$ cat src/logic/cssf_regs.vh
// Purpose: offsets, bit positions, reset values and timing counts of the status bank
// Assumes: 20 MHz clock, byte addresses on the register bus
// Notes:   definitions only
`ifndef CSSF_REGS_VH
`define CSSF_REGS_VH
// ----------------------------------------
// register byte offsets
// ----------------------------------------
`define CSSF_OFS_MODE   8'h00
`define CSSF_OFS_CONST  8'h04
`define CSSF_OFS_DEBUG  8'h08
`define CSSF_OFS_ERROR  8'h0c
`define CSSF_OFS_SLOT   8'h10
`define CSSF_OFS_CODE   8'h14
`define CSSF_OFS_FIXED  8'h18
`define CSSF_OFS_USER   8'h1c
`define CSSF_OFS_WDLIM  8'h20
`define CSSF_OFS_DUTY   8'h24
// ----------------------------------------
// bit positions
// ----------------------------------------
`define CSSF_B_RUN      0
`define CSSF_B_PROG     1
`define CSSF_B_PAUSE    2
`define CSSF_B_DEBUG    3
`define CSSF_B_REMOTE   6
`define CSSF_B_MEMFIT   12
`define CSSF_B_RTCFIT   13
`define CSSF_B_HALT     15
`define CSSF_B_FATAL    0
`define CSSF_B_ORD      1
`define CSSF_B_WDOG     2
`define CSSF_B_IOERR    3
`define CSSF_B_BACKUP   9
`define CSSF_B_RTCERR   10
`define CSSF_B_EDIT     11
`define CSSF_B_EDITF    12
// duty register fields
`define CSSF_DUTY_SEL   26:24
`define CSSF_DUTY_ON    23:12
`define CSSF_DUTY_OFF   11:0
// ----------------------------------------
// reset values and timing
// ----------------------------------------
`define CSSF_WDLIM_RST  16'h00c8
`define CSSF_WDLIM_MIN  16'h000a
`define CSSF_WDLIM_MAX  16'h1770
`define CSSF_CLK_NS     50
`define CSSF_MS_NS      1000000
`define CSSF_CYC_PER_MS (`CSSF_MS_NS / `CSSF_CLK_NS)
// half periods of the square waves in ms, for periods of 20ms,100ms,200ms,1s,2s,10s,20s,60s
`define CSSF_HALF_MS {15'd30000, 15'd10000, 15'd5000, 15'd1000, 15'd500, 15'd100, 15'd50, 15'd10}
`endif

$ cat src/logic/cssf_status_bank.v
// Purpose: special status bank of the controller CPU on Avalon-MM, read mostly, with writable limit, duty and clear words
// Assumes: status inputs come from CPU logic on clk; slot and option pins are async
// Notes:   one wait state on every access, writes to status words are ignored except slot clears and the watchdog clear
//
// How it works
// - one bit per operating state
// - memory fitted bit follows memory presence
// - clock option bit follows clock module presence
// - halt bit high while halt executes
// - step, breakpoint, scan run bits in debug
// - bit match and word match run bits
// - fatal error bit
// - ordinary error bit
// - watchdog error bit on expiry
// - combination bit is OR of slots
// - slot bit on mismatch, insert or remove
// - system error code stored in word
// - backup good bit while backup valid
// - clock data error bit on bad setting
// - online edit bit during run edit
// - online edit failure bit
// - eight fixed square waves, 20ms to 60s
// - eight user clocks, on/off scan counts
// - watchdog limit 10 to 6000 ms
//
// The Avalon-MM slave port and the placing of the registers were left to the implementer.
`timescale 1ns/10ps
`default_nettype none
`include "cssf_regs.vh"
module cssf_status_bank #(
	parameter integer CYC_PER_MS = `CSSF_CYC_PER_MS // shorten in simulation
) (
	input  wire        clk,
	input  wire        rst,
	// avalon-mm slave
	input  wire [7:0]  address,
	input  wire        read,
	input  wire        write,
	input  wire [31:0] writedata,
	input  wire [3:0]  byteenable,
	output wire [31:0] readdata,
	output wire        waitrequest,
	// cpu state, same clock
	input  wire [1:0]  cpu_state,
	input  wire        remote_en,
	input  wire        halt_exec,
	input  wire [2:0]  dbg_run,
	input  wire        fatal_err,
	input  wire        ordinary_err,
	input  wire        backup_ok,
	input  wire        rtc_set_bad,
	input  wire        online_edit,
	input  wire        online_edit_fail,
	input  wire [15:0] sys_err_code,
	input  wire        sys_err_we,
	input  wire        scan_start,
	input  wire        scan_end,
	// pins, asynchronous
	input  wire        mem_fitted_pin,
	input  wire        rtc_fitted_pin,
	input  wire [31:0] slot_present_pin,
	input  wire [31:0] slot_match_pin,
	// watchdog trip to the cpu
	output wire        scan_watchdog_trip
);
	// ----------------------------------------
	// encodings
	// ----------------------------------------
	localparam [1:0] ST_RUN   = 2'd0; // cpu states
	localparam [1:0] ST_PROG  = 2'd1;
	localparam [1:0] ST_PAUSE = 2'd2;
	localparam [1:0] ST_DEBUG = 2'd3;
	localparam [2:0] DR_STEP  = 3'd1; // debug run kinds
	localparam [2:0] DR_BREAK = 3'd2;
	localparam [2:0] DR_SCAN  = 3'd3;
	localparam [2:0] DR_BIT   = 3'd4;
	localparam [2:0] DR_WORD  = 3'd5;

	// one-hot decode, used for state and debug run kind
	function [7:0] cssf_dec;
		input [2:0] v;
		begin
			cssf_dec = 8'h01 << v;
		end
	endfunction

	// ----------------------------------------
	// pin synchronisers
	// ----------------------------------------
	reg  [65:0] meta_r; // first stage, read only by sync_r
	reg  [65:0] sync_r; // second stage
	always @(posedge clk) begin
		if (rst) begin
			meta_r <= 66'h0;
			sync_r <= 66'h0;
		end else begin
			meta_r <= {mem_fitted_pin, rtc_fitted_pin, slot_present_pin, slot_match_pin};
			sync_r <= meta_r;
		end
	end
	wire        mem_fit_s  = sync_r[65];    // memory fitted
	wire        rtc_fit_s  = sync_r[64];    // clock module fitted
	wire [31:0] present_s  = sync_r[63:32]; // slot occupied
	wire [31:0] match_s    = sync_r[31:0];  // slot type matches setting

	// ----------------------------------------
	// bus handshake
	// ----------------------------------------
	reg         wait_r;    // waitrequest, idles high
	reg  [31:0] rdata_r;   // read data
	wire        req       = read | write;
	wire        take      = req & ~wait_r;           // edge where master sees answer
	wire        wr_take   = write & ~wait_r;
	wire [5:0]  widx      = address[7:2];            // word index
	wire        be_all    = byteenable[0];           // low lane carries control fields

	// one wait state, then one cycle low
	always @(posedge clk) begin
		if (rst) begin
			wait_r <= 1'b1;
		end else if (req && wait_r) begin
			wait_r <= 1'b0;
		end else begin
			wait_r <= 1'b1;
		end
	end

	// ----------------------------------------
	// mode, option and debug words
	// ----------------------------------------
	reg [15:0] mode_r;  // mode_and_option_status
	reg [15:0] dbg_r;   // debug_run_status
	reg [7:0]  st_oh;   // decoded state
	reg [7:0]  dr_oh;   // decoded debug kind
	always @* begin
		st_oh = cssf_dec({1'b0, cpu_state});
		dr_oh = cssf_dec(dbg_run);
	end

	// refreshed every cycle from cpu and pins
	always @(posedge clk) begin
		if (rst) begin
			mode_r <= 16'h0000;
			dbg_r  <= 16'h0000;
		end else begin
			mode_r                <= 16'h0000;
			mode_r[`CSSF_B_RUN]   <= st_oh[ST_RUN];
			mode_r[`CSSF_B_PROG]  <= st_oh[ST_PROG];
			mode_r[`CSSF_B_PAUSE] <= st_oh[ST_PAUSE];
			mode_r[`CSSF_B_DEBUG] <= st_oh[ST_DEBUG];
			mode_r[`CSSF_B_REMOTE] <= remote_en;
			mode_r[`CSSF_B_MEMFIT] <= mem_fit_s;
			mode_r[`CSSF_B_RTCFIT] <= rtc_fit_s;
			mode_r[`CSSF_B_HALT]   <= halt_exec;
			dbg_r <= 16'h0000;
			// run kinds only count while in debug
			if (cpu_state == ST_DEBUG) begin
				dbg_r[0] <= dr_oh[DR_STEP];
				dbg_r[1] <= dr_oh[DR_BREAK];
				dbg_r[2] <= dr_oh[DR_SCAN];
				dbg_r[3] <= dr_oh[DR_BIT];
				dbg_r[4] <= dr_oh[DR_WORD];
			end
		end
	end

	// ----------------------------------------
	// scan bits
	// ----------------------------------------
	reg first_r;  // high until first scan ends
	reg toggle_r; // flips every scan
	always @(posedge clk) begin
		if (rst) begin
			first_r  <= 1'b1;
			toggle_r <= 1'b0;
		end else if (scan_end) begin
			first_r  <= 1'b0;
			toggle_r <= ~toggle_r;
		end
	end
	wire [15:0] const_w = {11'h000, toggle_r, ~first_r, first_r, 1'b0, 1'b1};

	// ----------------------------------------
	// millisecond enable
	// ----------------------------------------
	reg [31:0] div_r;   // cycle counter
	reg        ms_tick; // one-cycle pulse per ms
	always @(posedge clk) begin
		if (rst) begin
			div_r   <= 32'h0000_0000;
			ms_tick <= 1'b0;
		end else if (div_r == CYC_PER_MS[31:0] - 32'd1) begin
			div_r   <= 32'h0000_0000;
			ms_tick <= 1'b1;
		end else begin
			div_r   <= div_r + 32'd1;
			ms_tick <= 1'b0;
		end
	end

	// ----------------------------------------
	// scan watchdog
	// ----------------------------------------
	reg [15:0] wdlim_r; // limit in ms, software written
	reg [15:0] wdcnt_r; // ms into present scan
	reg        trip_r;  // watchdog expired, sticky
	wire [15:0] wd_new = writedata[15:0];
	wire        wd_wr  = wr_take && (widx == `CSSF_OFS_WDLIM >> 2) && be_all;
	wire        over   = ms_tick && (wdcnt_r >= wdlim_r) && !scan_start;
	wire        wd_clr = wr_take && (widx == `CSSF_OFS_ERROR >> 2) && be_all
	                     && writedata[`CSSF_B_WDOG];
	// limit clamped to its legal range
	always @(posedge clk) begin
		if (rst) begin
			wdlim_r <= `CSSF_WDLIM_RST;
		end else if (wd_wr) begin
			if (wd_new < `CSSF_WDLIM_MIN) begin
				wdlim_r <= `CSSF_WDLIM_MIN;
			end else if (wd_new > `CSSF_WDLIM_MAX) begin
				wdlim_r <= `CSSF_WDLIM_MAX;
			end else begin
				wdlim_r <= wd_new;
			end
		end
	end

	// count ms per scan, restart at every scan start
	always @(posedge clk) begin
		if (rst) begin
			wdcnt_r <= 16'h0000;
			trip_r  <= 1'b0;
		end else begin
			if (scan_start) begin
				wdcnt_r <= 16'h0000;
			end else if (ms_tick && wdcnt_r != 16'hffff) begin
				wdcnt_r <= wdcnt_r + 16'd1;
			end
			// set wins over a clear in the same cycle
			if (over) begin
				trip_r <= 1'b1;
			end else if (wd_clr) begin
				trip_r <= 1'b0;
			end
		end
	end

	// ----------------------------------------
	// slot mismatch bits
	// ----------------------------------------
	reg  [31:0] slot_r;  // sticky per-slot errors
	reg  [31:0] pres_d;  // last presence, for insert/remove
	reg         pres_ok; // pres_d holds a real sample
	reg  [1:0]  fill_r;  // synchroniser fill after reset
	wire        sl_clr  = wr_take && (widx == `CSSF_OFS_SLOT >> 2);
	wire [31:0] sl_set  = (present_s & ~match_s)
	                      | ({32{pres_ok}} & (present_s ^ pres_d));
	// software clears by writing ones, hardware set wins
	always @(posedge clk) begin
		if (rst) begin
			slot_r  <= 32'h0000_0000;
			pres_d  <= 32'h0000_0000;
			pres_ok <= 1'b0;
			fill_r  <= 2'b00;
		end else begin
			pres_d  <= present_s;
			// the synchroniser resets to zero, so wait until it holds real pins
			// or every fitted slot would look freshly inserted after reset
			fill_r  <= {fill_r[0], 1'b1};
			pres_ok <= fill_r[1];
			slot_r  <= (slot_r & ~(sl_clr ? writedata : 32'h0000_0000)) | sl_set;
		end
	end

	// ----------------------------------------
	// error summary and error code
	// ----------------------------------------
	reg [15:0] err_r;  // error_summary_status
	reg [15:0] code_r; // system_error_code
	always @(posedge clk) begin
		if (rst) begin
			err_r  <= 16'h0000;
			code_r <= 16'h0000;
		end else begin
			err_r                 <= 16'h0000;
			err_r[`CSSF_B_FATAL]  <= fatal_err;
			err_r[`CSSF_B_ORD]    <= ordinary_err;
			err_r[`CSSF_B_WDOG]   <= trip_r;
			err_r[`CSSF_B_IOERR]  <= |slot_r;
			err_r[`CSSF_B_BACKUP] <= backup_ok;
			err_r[`CSSF_B_RTCERR] <= rtc_set_bad;
			err_r[`CSSF_B_EDIT]   <= online_edit;
			err_r[`CSSF_B_EDITF]  <= online_edit_fail;
			if (sys_err_we) begin
				code_r <= sys_err_code;
			end
		end
	end

	// ----------------------------------------
	// square waves and user clocks
	// ----------------------------------------
	wire [7:0] sq_w;   // fixed-period waves
	wire [7:0] uclk_w; // scan-counted clocks
	cssf_square_clocks u_sq (
		.clk     (clk),
		.rst     (rst),
		.ms_tick (ms_tick),
		.sq      (sq_w)
	);

	// duty write loads one user clock
	wire       duty_wr = wr_take && (widx == `CSSF_OFS_DUTY >> 2);
	wire [2:0] duty_sel = writedata[`CSSF_DUTY_SEL];
	wire [7:0] load_w   = duty_wr ? cssf_dec(duty_sel) : 8'h00;
	genvar g;
	generate
		for (g = 0; g < 8; g = g + 1) begin : g_uc
			cssf_user_clock u_uc (
				.clk            (clk),
				.rst            (rst),
				.scan_end       (scan_end),
				.load           (load_w[g]),
				.on_scan_count  (writedata[`CSSF_DUTY_ON]),
				.off_scan_count (writedata[`CSSF_DUTY_OFF]),
				.uclk           (uclk_w[g])
			);
		end
	endgenerate

	// ----------------------------------------
	// read mux
	// ----------------------------------------
	reg [31:0] rmux; // selected word
	always @* begin
		case (widx)
			`CSSF_OFS_MODE  >> 2: rmux = {16'h0000, mode_r};
			`CSSF_OFS_CONST >> 2: rmux = {16'h0000, const_w};
			`CSSF_OFS_DEBUG >> 2: rmux = {16'h0000, dbg_r};
			`CSSF_OFS_ERROR >> 2: rmux = {16'h0000, err_r};
			`CSSF_OFS_SLOT  >> 2: rmux = slot_r;
			`CSSF_OFS_CODE  >> 2: rmux = {16'h0000, code_r};
			`CSSF_OFS_FIXED >> 2: rmux = {24'h00_0000, sq_w};
			`CSSF_OFS_USER  >> 2: rmux = {24'h00_0000, uclk_w};
			`CSSF_OFS_WDLIM >> 2: rmux = {16'h0000, wdlim_r};
			default:              rmux = 32'h0000_0000; // unmapped reads zero
		endcase
	end

	// data latched in the wait cycle, stands through the answer
	always @(posedge clk) begin
		if (rst) begin
			rdata_r <= 32'h0000_0000;
		end else if (read && wait_r) begin
			rdata_r <= rmux;
		end
	end

	assign readdata           = rdata_r;
	assign waitrequest        = wait_r;
	assign scan_watchdog_trip = trip_r;
endmodule
`default_nettype wire

$ cat src/logic/cssf_square_clocks.v
// Purpose: eight free running square waves from a shared 1 ms enable
// Assumes: ms_tick is a one-cycle pulse every millisecond
// Notes:   all bits start low after reset
`timescale 1ns/10ps
`default_nettype none
`include "cssf_regs.vh"
module cssf_square_clocks (
	input  wire        clk,
	input  wire        rst,
	input  wire        ms_tick,
	output wire [7:0]  sq
);
	// ----------------------------------------
	// one half-period counter per bit
	// ----------------------------------------
	localparam [119:0] HALF = `CSSF_HALF_MS; // packed half periods
	genvar g;
	generate
		for (g = 0; g < 8; g = g + 1) begin : g_sq
			reg [14:0] cnt_r; // ms elapsed in this half
			reg        bit_r; // wave level
			// toggle on each completed half period
			always @(posedge clk) begin
				if (rst) begin
					cnt_r <= 15'h0000;
					bit_r <= 1'b0;
				end else if (ms_tick) begin
					if (cnt_r == HALF[g*15 +: 15] - 15'd1) begin
						cnt_r <= 15'h0000;
						bit_r <= ~bit_r;
					end else begin
						cnt_r <= cnt_r + 15'd1;
					end
				end
			end
			assign sq[g] = bit_r;
		end
	endgenerate
endmodule
`default_nettype wire

$ cat src/logic/cssf_user_clock.v
// Purpose: one scan-counted user clock
// Assumes: scan_end pulses once per scan
// Notes:   a zero off count is treated as one scan, a zero on count holds the clock low
`timescale 1ns/10ps
`default_nettype none
module cssf_user_clock (
	input  wire        clk,
	input  wire        rst,
	input  wire        scan_end,
	input  wire        load,
	input  wire [11:0] on_scan_count,
	input  wire [11:0] off_scan_count,
	output wire        uclk
);
	reg [11:0] on_r;  // programmed on scans
	reg [11:0] off_r; // programmed off scans
	reg [11:0] cnt_r; // scans spent in the present phase
	reg        lvl_r; // output level
	// ----------------------------------------
	// phase counting
	// ----------------------------------------
	// a load restarts the on phase so the new duty shows at once
	always @(posedge clk) begin
		if (rst) begin
			on_r  <= 12'h000;
			off_r <= 12'h000;
			cnt_r <= 12'h000;
			lvl_r <= 1'b0;
		end else if (load) begin
			on_r  <= on_scan_count;
			off_r <= off_scan_count;
			cnt_r <= 12'h000;
			lvl_r <= (on_scan_count != 12'h000);
		end else if (scan_end && (on_r != 12'h000)) begin
			// idle until loaded with a nonzero on count
			if (cnt_r + 12'd1 >= (lvl_r ? on_r : off_r)) begin
				cnt_r <= 12'h000;
				lvl_r <= ~lvl_r;
			end else begin
				cnt_r <= cnt_r + 12'd1;
			end
		end
	end
	assign uclk = lvl_r;
endmodule
`default_nettype wire

$ cat config.mk
export PLATFORM = sky130hd
export DESIGN_NAME = cssf_status_bank
export DESIGN_NICKNAME = d
export VERILOG_FILES = /design/src/logic/cssf_status_bank.v /design/src/logic/cssf_square_clocks.v /design/src/logic/cssf_user_clock.v
export VERILOG_INCLUDE_DIRS = /design/src /design/src/logic
export SDC_FILE = /design/constraint.sdc
export NUM_CORES = 2
export LEC_CHECK = 0
export ABC_AREA = 1
export BUFFER_PORTS_ARGS = -buffer_cell sky130_fd_sc_hd__buf_2
export CORE_ASPECT_RATIO = 0.5
export CORE_MARGIN = 10
export CORE_UTILIZATION = 45
export DETAILED_ROUTE_END_ITERATION = 8
export MAX_ROUTING_LAYER = met4
export SLEW_MARGIN = 5
export SYNTH_ARGS = -nofsm -noshare
export SYNTH_HDL_FRONTEND = slang
export SYNTH_SLANG_ARGS = --single-unit
export TNS_END_PERCENT = 50
$ cat constraint.sdc
create_clock -name clk -period 3.9 [get_ports clk]
set_clock_uncertainty 0.15 [all_clocks]
set_input_delay 0.78 -clock clk [delete_from_list [all_inputs] [get_ports clk]]
set_output_delay 0.78 -clock clk [all_outputs]
set_load 0.01 [all_outputs]
# After elaboration in Yosys (flattened, before gate mapping)

Cells that the tools add are included.

Register bits: 788
Bits of input ports: 146
Output and inout port bits: 34
Word-level logic and storage cells: 287

$add $sub $neg: 18
Order comparisons: 11
Equal/unequal tests: 20
Shift operators: 3
Muxes and demuxes: 58
Bitwise gates (word level): 30
Reductions and logical operators: 76

Operator list:

| operator                | count |
|---|---|
| $pmux W32 S9            | 1 |
| $mux W12                | 16 |
| $add A15 B1 Y15 const B | 8 |
| $mux W15                | 8 |
| $reduce_bool A12 Y1     | 9 |
| $add A12 B1 Y12 const B | 8 |
| $and A32 B32 Y32        | 3 |
| $ge A12 B12 Y1          | 8 |
| $not A32 Y32            | 2 |
| $or A32 B32 Y32         | 2 |
| $reduce_bool A2 Y1      | 17 |
| $add A32 B1 Y32 const B | 1 |
| $eq A32 B15 Y1 const B  | 1 |
| $mux W16                | 2 |
| $mux W32                | 1 |
| $reduce_and A2 Y1       | 16 |
| $reduce_or A32 Y1       | 1 |
| $xor A32 B32 Y32        | 1 |
| $mux W1                 | 29 |
| $eq A6 B3 Y1 const B    | 4 |
| $reduce_or A2 Y1        | 11 |
| $logic_and A1 B1 Y1     | 20 |
| $not A1 Y1              | 20 |
| $add A16 B1 Y16 const B | 1 |
| 24 further kinds        | 26 |

# Logic depth before layout (Yosys ltp)

Depth in word-level cells: 7
Gate-level depth with buffers: 18
Depth with buffers taken out: 17

# Hierarchy

From an unflattened synthesis, not the netlist that was laid out.

Cells, all modules: 5298
Area, all modules: 36715.2 um2

Modules (own cells, without submodules):

| module             | times used | cells each | area each (um2) | seq. area each (um2) |
|---|---|---|---|---|
| cssf_user_clock    | 8          | 303        | 2062.0          | 740.7 |
| cssf_status_bank   | 1          | 1818       | 13435.4         | 6746.5 |
| cssf_square_clocks | 1          | 1056       | 6784.0          | 2562.5 |

# Worst setup path before layout

OpenSTA, ideal clock, no wires.

Path type: flip-flop to flip-flop
From: reg g_uc[4].u_uc.cnt_r[0]
To: reg g_uc[4].u_uc.cnt_r[11]
Library setup time: 0.070 ns
Arrival time: 2.395 ns
Required time: 3.680 ns
Path slack: 1.285 ns
Cell stages (with the launch flop): 18
Buffers on the path: 1
Period minus slack after synthesis: 2.615 ns
Path through: dfxtp_1 -> ha_1 -> nand2_1 -> nor2_1 -> nand2_1 -> nor3_1 -> xor2_1 -> ha_1 -> nand2_1 -> inv_1 -> nand2_1 -> nand2_1 -> a21oi_1 -> nand2_1 -> nor2_1 -> clkbuf_1 -> nand2_1 -> a21oi_1

Cells in the longest elaborated chain, start to end: 3

Ends and longest elaborated chain:

| element                | line                                       | source |
|---|---|---|
| start, declared        | cssf_user_clock.v:17                       | `reg [11:0] cnt_r;` |
| start signal, assigned | cssf_user_clock.v:40                       | `cnt_r <= cnt_r + 12'd1;` |
| $add A12 B1 Y12 *      | cssf_user_clock.v:36, cssf_user_clock.v:40 |  |
| $ge A12 B12 Y1         | cssf_user_clock.v:36                       | `if (cnt_r + 12'd1 >= (lvl_r ? on_r : off_r)) begin` |
| $mux W12 *             | cssf_user_clock.v:36                       |  |

Mark *: on every way between the ends. The rest lies on a longest branch, timed or not.
A chain may end at the register's enable or synchronous reset.

# Final worst setup path

Ends and elaborated chain as after synthesis.

==> results.yml <==
logic_synthesis:
  yosys.area_share.simple: 0.2494
  synth_common_cells: "nand2_1 (1042), dfxtp_1 (761), inv_1 (607)"
  synth_xor_area_frac: 0.03368
  synth_fa_ha_area_frac: 0.04705
  ys_async_sr_fraction: 0
  synth.area.mux_share: 0.008554
  syn_avg_cell_area_um2: 7.182
  synth_top_cell_by_area: "dfxtp_1"
  synth_top_family_by_area: "simple AND/OR/NAND/NOR gates"
  synthCells: 4888
  synth_seq_cells: 761
  ys_seq_area_frac: 0.4340
  synth_top_area_frac: 0.4340
  syn_area_um2: 35110
  ys.flop_type: "dfxtp_1"
  synth_compound_area_frac: 0.1358
  yosysMostFrequentCell: "nand2_1"
  synth_edf_count: 0
  syn_nets: 5166
  synth_cell_types: 45
  yosysWarnings: 0
  synth.area.top_cells: "dfxtp_1 (43%), nand2_1 (11%), a21oi_1 (6.7%)"
finish:
  nFillCells: 7710
  area_growth_pct: 11.93
  layout-drive-gt1-share: 0.08730
  nets: 5285
clock_tree:
  cts_max_path_buffers: 3
  numClockSinks: 761
  cts_tree: "built"
  htree_num_levels: 3
  insertion_delay_ns: 0.66
  cts.reportedPaths.clkPinSlew_ns: 0.07
  cts_buffers: 72
  cts_resized: 0
  clockRootBuffer: "clkbuf_16"
  cts_hold_buf: 0
  post-cts-setup-buffers: 0
detailed_routing:
  dr_total_vias: 30930
  drc: 0
  drt-initial-drc-count: 2383
  postRouteAntennaNets: 0
  firstDrtPassIters: 7
  routed_via_density: 5.069
  wl_per_cell_um: 15.72
  totalWireLength_mm: 95.90
worst_setup_path:
  worstPathMaxFanout: 12
  worstPathRequired_ns: 4.31
  reg2reg_depth: 16
  path_class: "register to register"
  cp-end-kind: "register"
  cp-start-kind: "register"
  cp.arrival_ns: 3.64
timing:
  drv_slew: 0
  fmax_mhz: 310.1
  tightestPinTransition_ns: 0.9475
  hold_viol_final: 0
  max-slew-margin-rel: 0.3683
  fin_crit_sh: 0.8268
  hold_slack_ns: 0.1768
  fin_ws_ns: 0.6756
  rsz0062_at_grt: "false"
  tns_ns: 0
  fin_crit_ns: 3.224
  setup_viol: 0
pwr:
  power_frac_seq: 0.501
  powerDensity_nw_per_um2: 404.4
  power_frac_comb: 0.042
  ir_drop_mv: 0.2940
  pwr-share-clk: 0.457
  internal-power_mw: 12.18
  power_leakage_nw: 16.23
  p_sw_mw: 3.711
  power.share.switching: 0.2336
hold_path:
  hold_depth: 2
  hold_path.class: "primary input to register"
grt:
  grt_max_degree: 119
  track_usage: 0.2111
  antenna_found_initial: 4
  grt_pass1_vias: 28800
  grt_pass1_wl_mm: 151.9
  overflow: 0
floorplan:
  rows: 72
  io_pins: 180
  dieArea_um2: 90260
  die_x_um: 415.0
  fp.dieH_um: 217.5
  core-area_um2: 77290
  start_util: 0.4542
place:
  numPortBuffers: 174
  hpwl_mm: 67.32
  gp_congestion: 0.9099
  dp_slack_ns: 0.6868
run:
  max_cap_violations: 0
outcome:
  status: "finished, final reports clean"
[registers in the layout, summed over array words and instances (netlist names), 16 cells and up]
register         count
pres_d              32
meta_r              66
readdata            32
g_uc.u_uc.cnt_r     96
wdlim_r             16
g_uc.u_uc.off_r     96
div_r               32
g_uc.u_uc.on_r      96
u_sq.g_sq.cnt_r    120
code_r              16
wdcnt_r             16
slot_r              32
sync_r              66
[placed cells by master, fill, tap and decap left out, types with 72 or more instances in the layout]
cell          n
a21oi_1     469
buf_2       173
clkbuf_16    72
dfxtp_1     760
ha_1        132
inv_1       607
nand2_1    1042
nand3_1     176
nor2_1      570
nor3_1      122
o21ai_0     326
xor2_1      108
[cell type report]
type	count	area (µm²)	area share
Inverter	632	2377	0.06050
Clock buffer	104	2092	0.05324
Multi-Input combinational cell	3310	16660	0.4241
Timing Repair Buffer	230	1314	0.03343
Tap cell	1036	1296	0.03299
Clock inverter	26	306.5	0.007801
Antenna cell	3	7.507	0.0001911
Sequential cell	761	15240	0.3877
[final timing paths]
kind | startpoint | end | slack (ns)
min reg2reg | meta_r[24] | sync_r[24] | 0.25
max reg2reg | g_uc[4].u_uc.cnt_r[0] | g_uc[4].u_uc.cnt_r[11] | 0.68
max | g_uc[4].u_uc.cnt_r[0] | g_uc[4].u_uc.cnt_r[11] | 0.68
min | cpu_state[1] | mode_r[0] | 0.18
[worst max-delay path, cell delays in order, from the launching register on]
cell     delay (ns)
dfxtp_1        0.39
ha_1           0.20
nand2_1        0.08
nor2_1         0.13
nand2_1        0.12
nor3_1         0.20
xor2_1         0.24
ha_1           0.27
nand2_1        0.08
inv_1          0.05
nand2_1        0.05
nand2_1        0.04
a21oi_1        0.18
nand2_1        0.07
nor2_1         0.59
nand2_1        0.12
a21oi_1        0.15
[power by group through the flow]
| stage | Clock (mW) | Combinational (mW) | Sequential (mW) |
|---|---|---|---|
| after CTS | 7.45 | 0.665 | 7.96 |
| after floorplan | 0 | 0.358 | 8.11 |
| final | 7.27 | 0.663 | 7.96 |
| after global placement | 0 | 0.655 | 8.13 |
| after detailed placement | 0 | 0.663 | 8.13 |
| after global routing | 7.76 | 0.723 | 7.96 |
[cell families (layout without fill, tap and decap cells)]
group	after synthesis	after routing
simple gates	2095	2095
xor+xnor	135	135
compound gates	918	918
flops	761	761
fa+ha+maj	132	132
other cells	0	3
mux	30	30
buf+inv	817	992
[metrics by stage]
stage / utilization / instance area [µm²] / std cells / power [mW]
2_1_floorplan: - / 35110 / 4888 / 8.466
3_3_place_gp: 0.4772 / 36890 / 5969 / 8.787
3_5_place_dp: 0.4772 / 36890 / 5969 / 8.796
4_1_cts: 0.5083 / 39290 / 6099 / 16.07
5_1_grt: 0.5083 / 39290 / 6101 / 16.44
6_report: 0.5084 / 39290 / 6102 / 15.89
[per-layer routing]
| metal | global-route usage | routed length, µm | up-vias |
|---|---|---|---|
| li1 | - | - | 15920 |
| met1 | 0.2678 | 44210 | 14270 |
| met2 | 0.3478 | 44670 | 566 |
| met3 | 0.02892 | 4191 | 167 |
| met4 | 0.06828 | 2820 | 0 |
| met5 | - | 0 | - |
(Power assumes the default switching activity.)
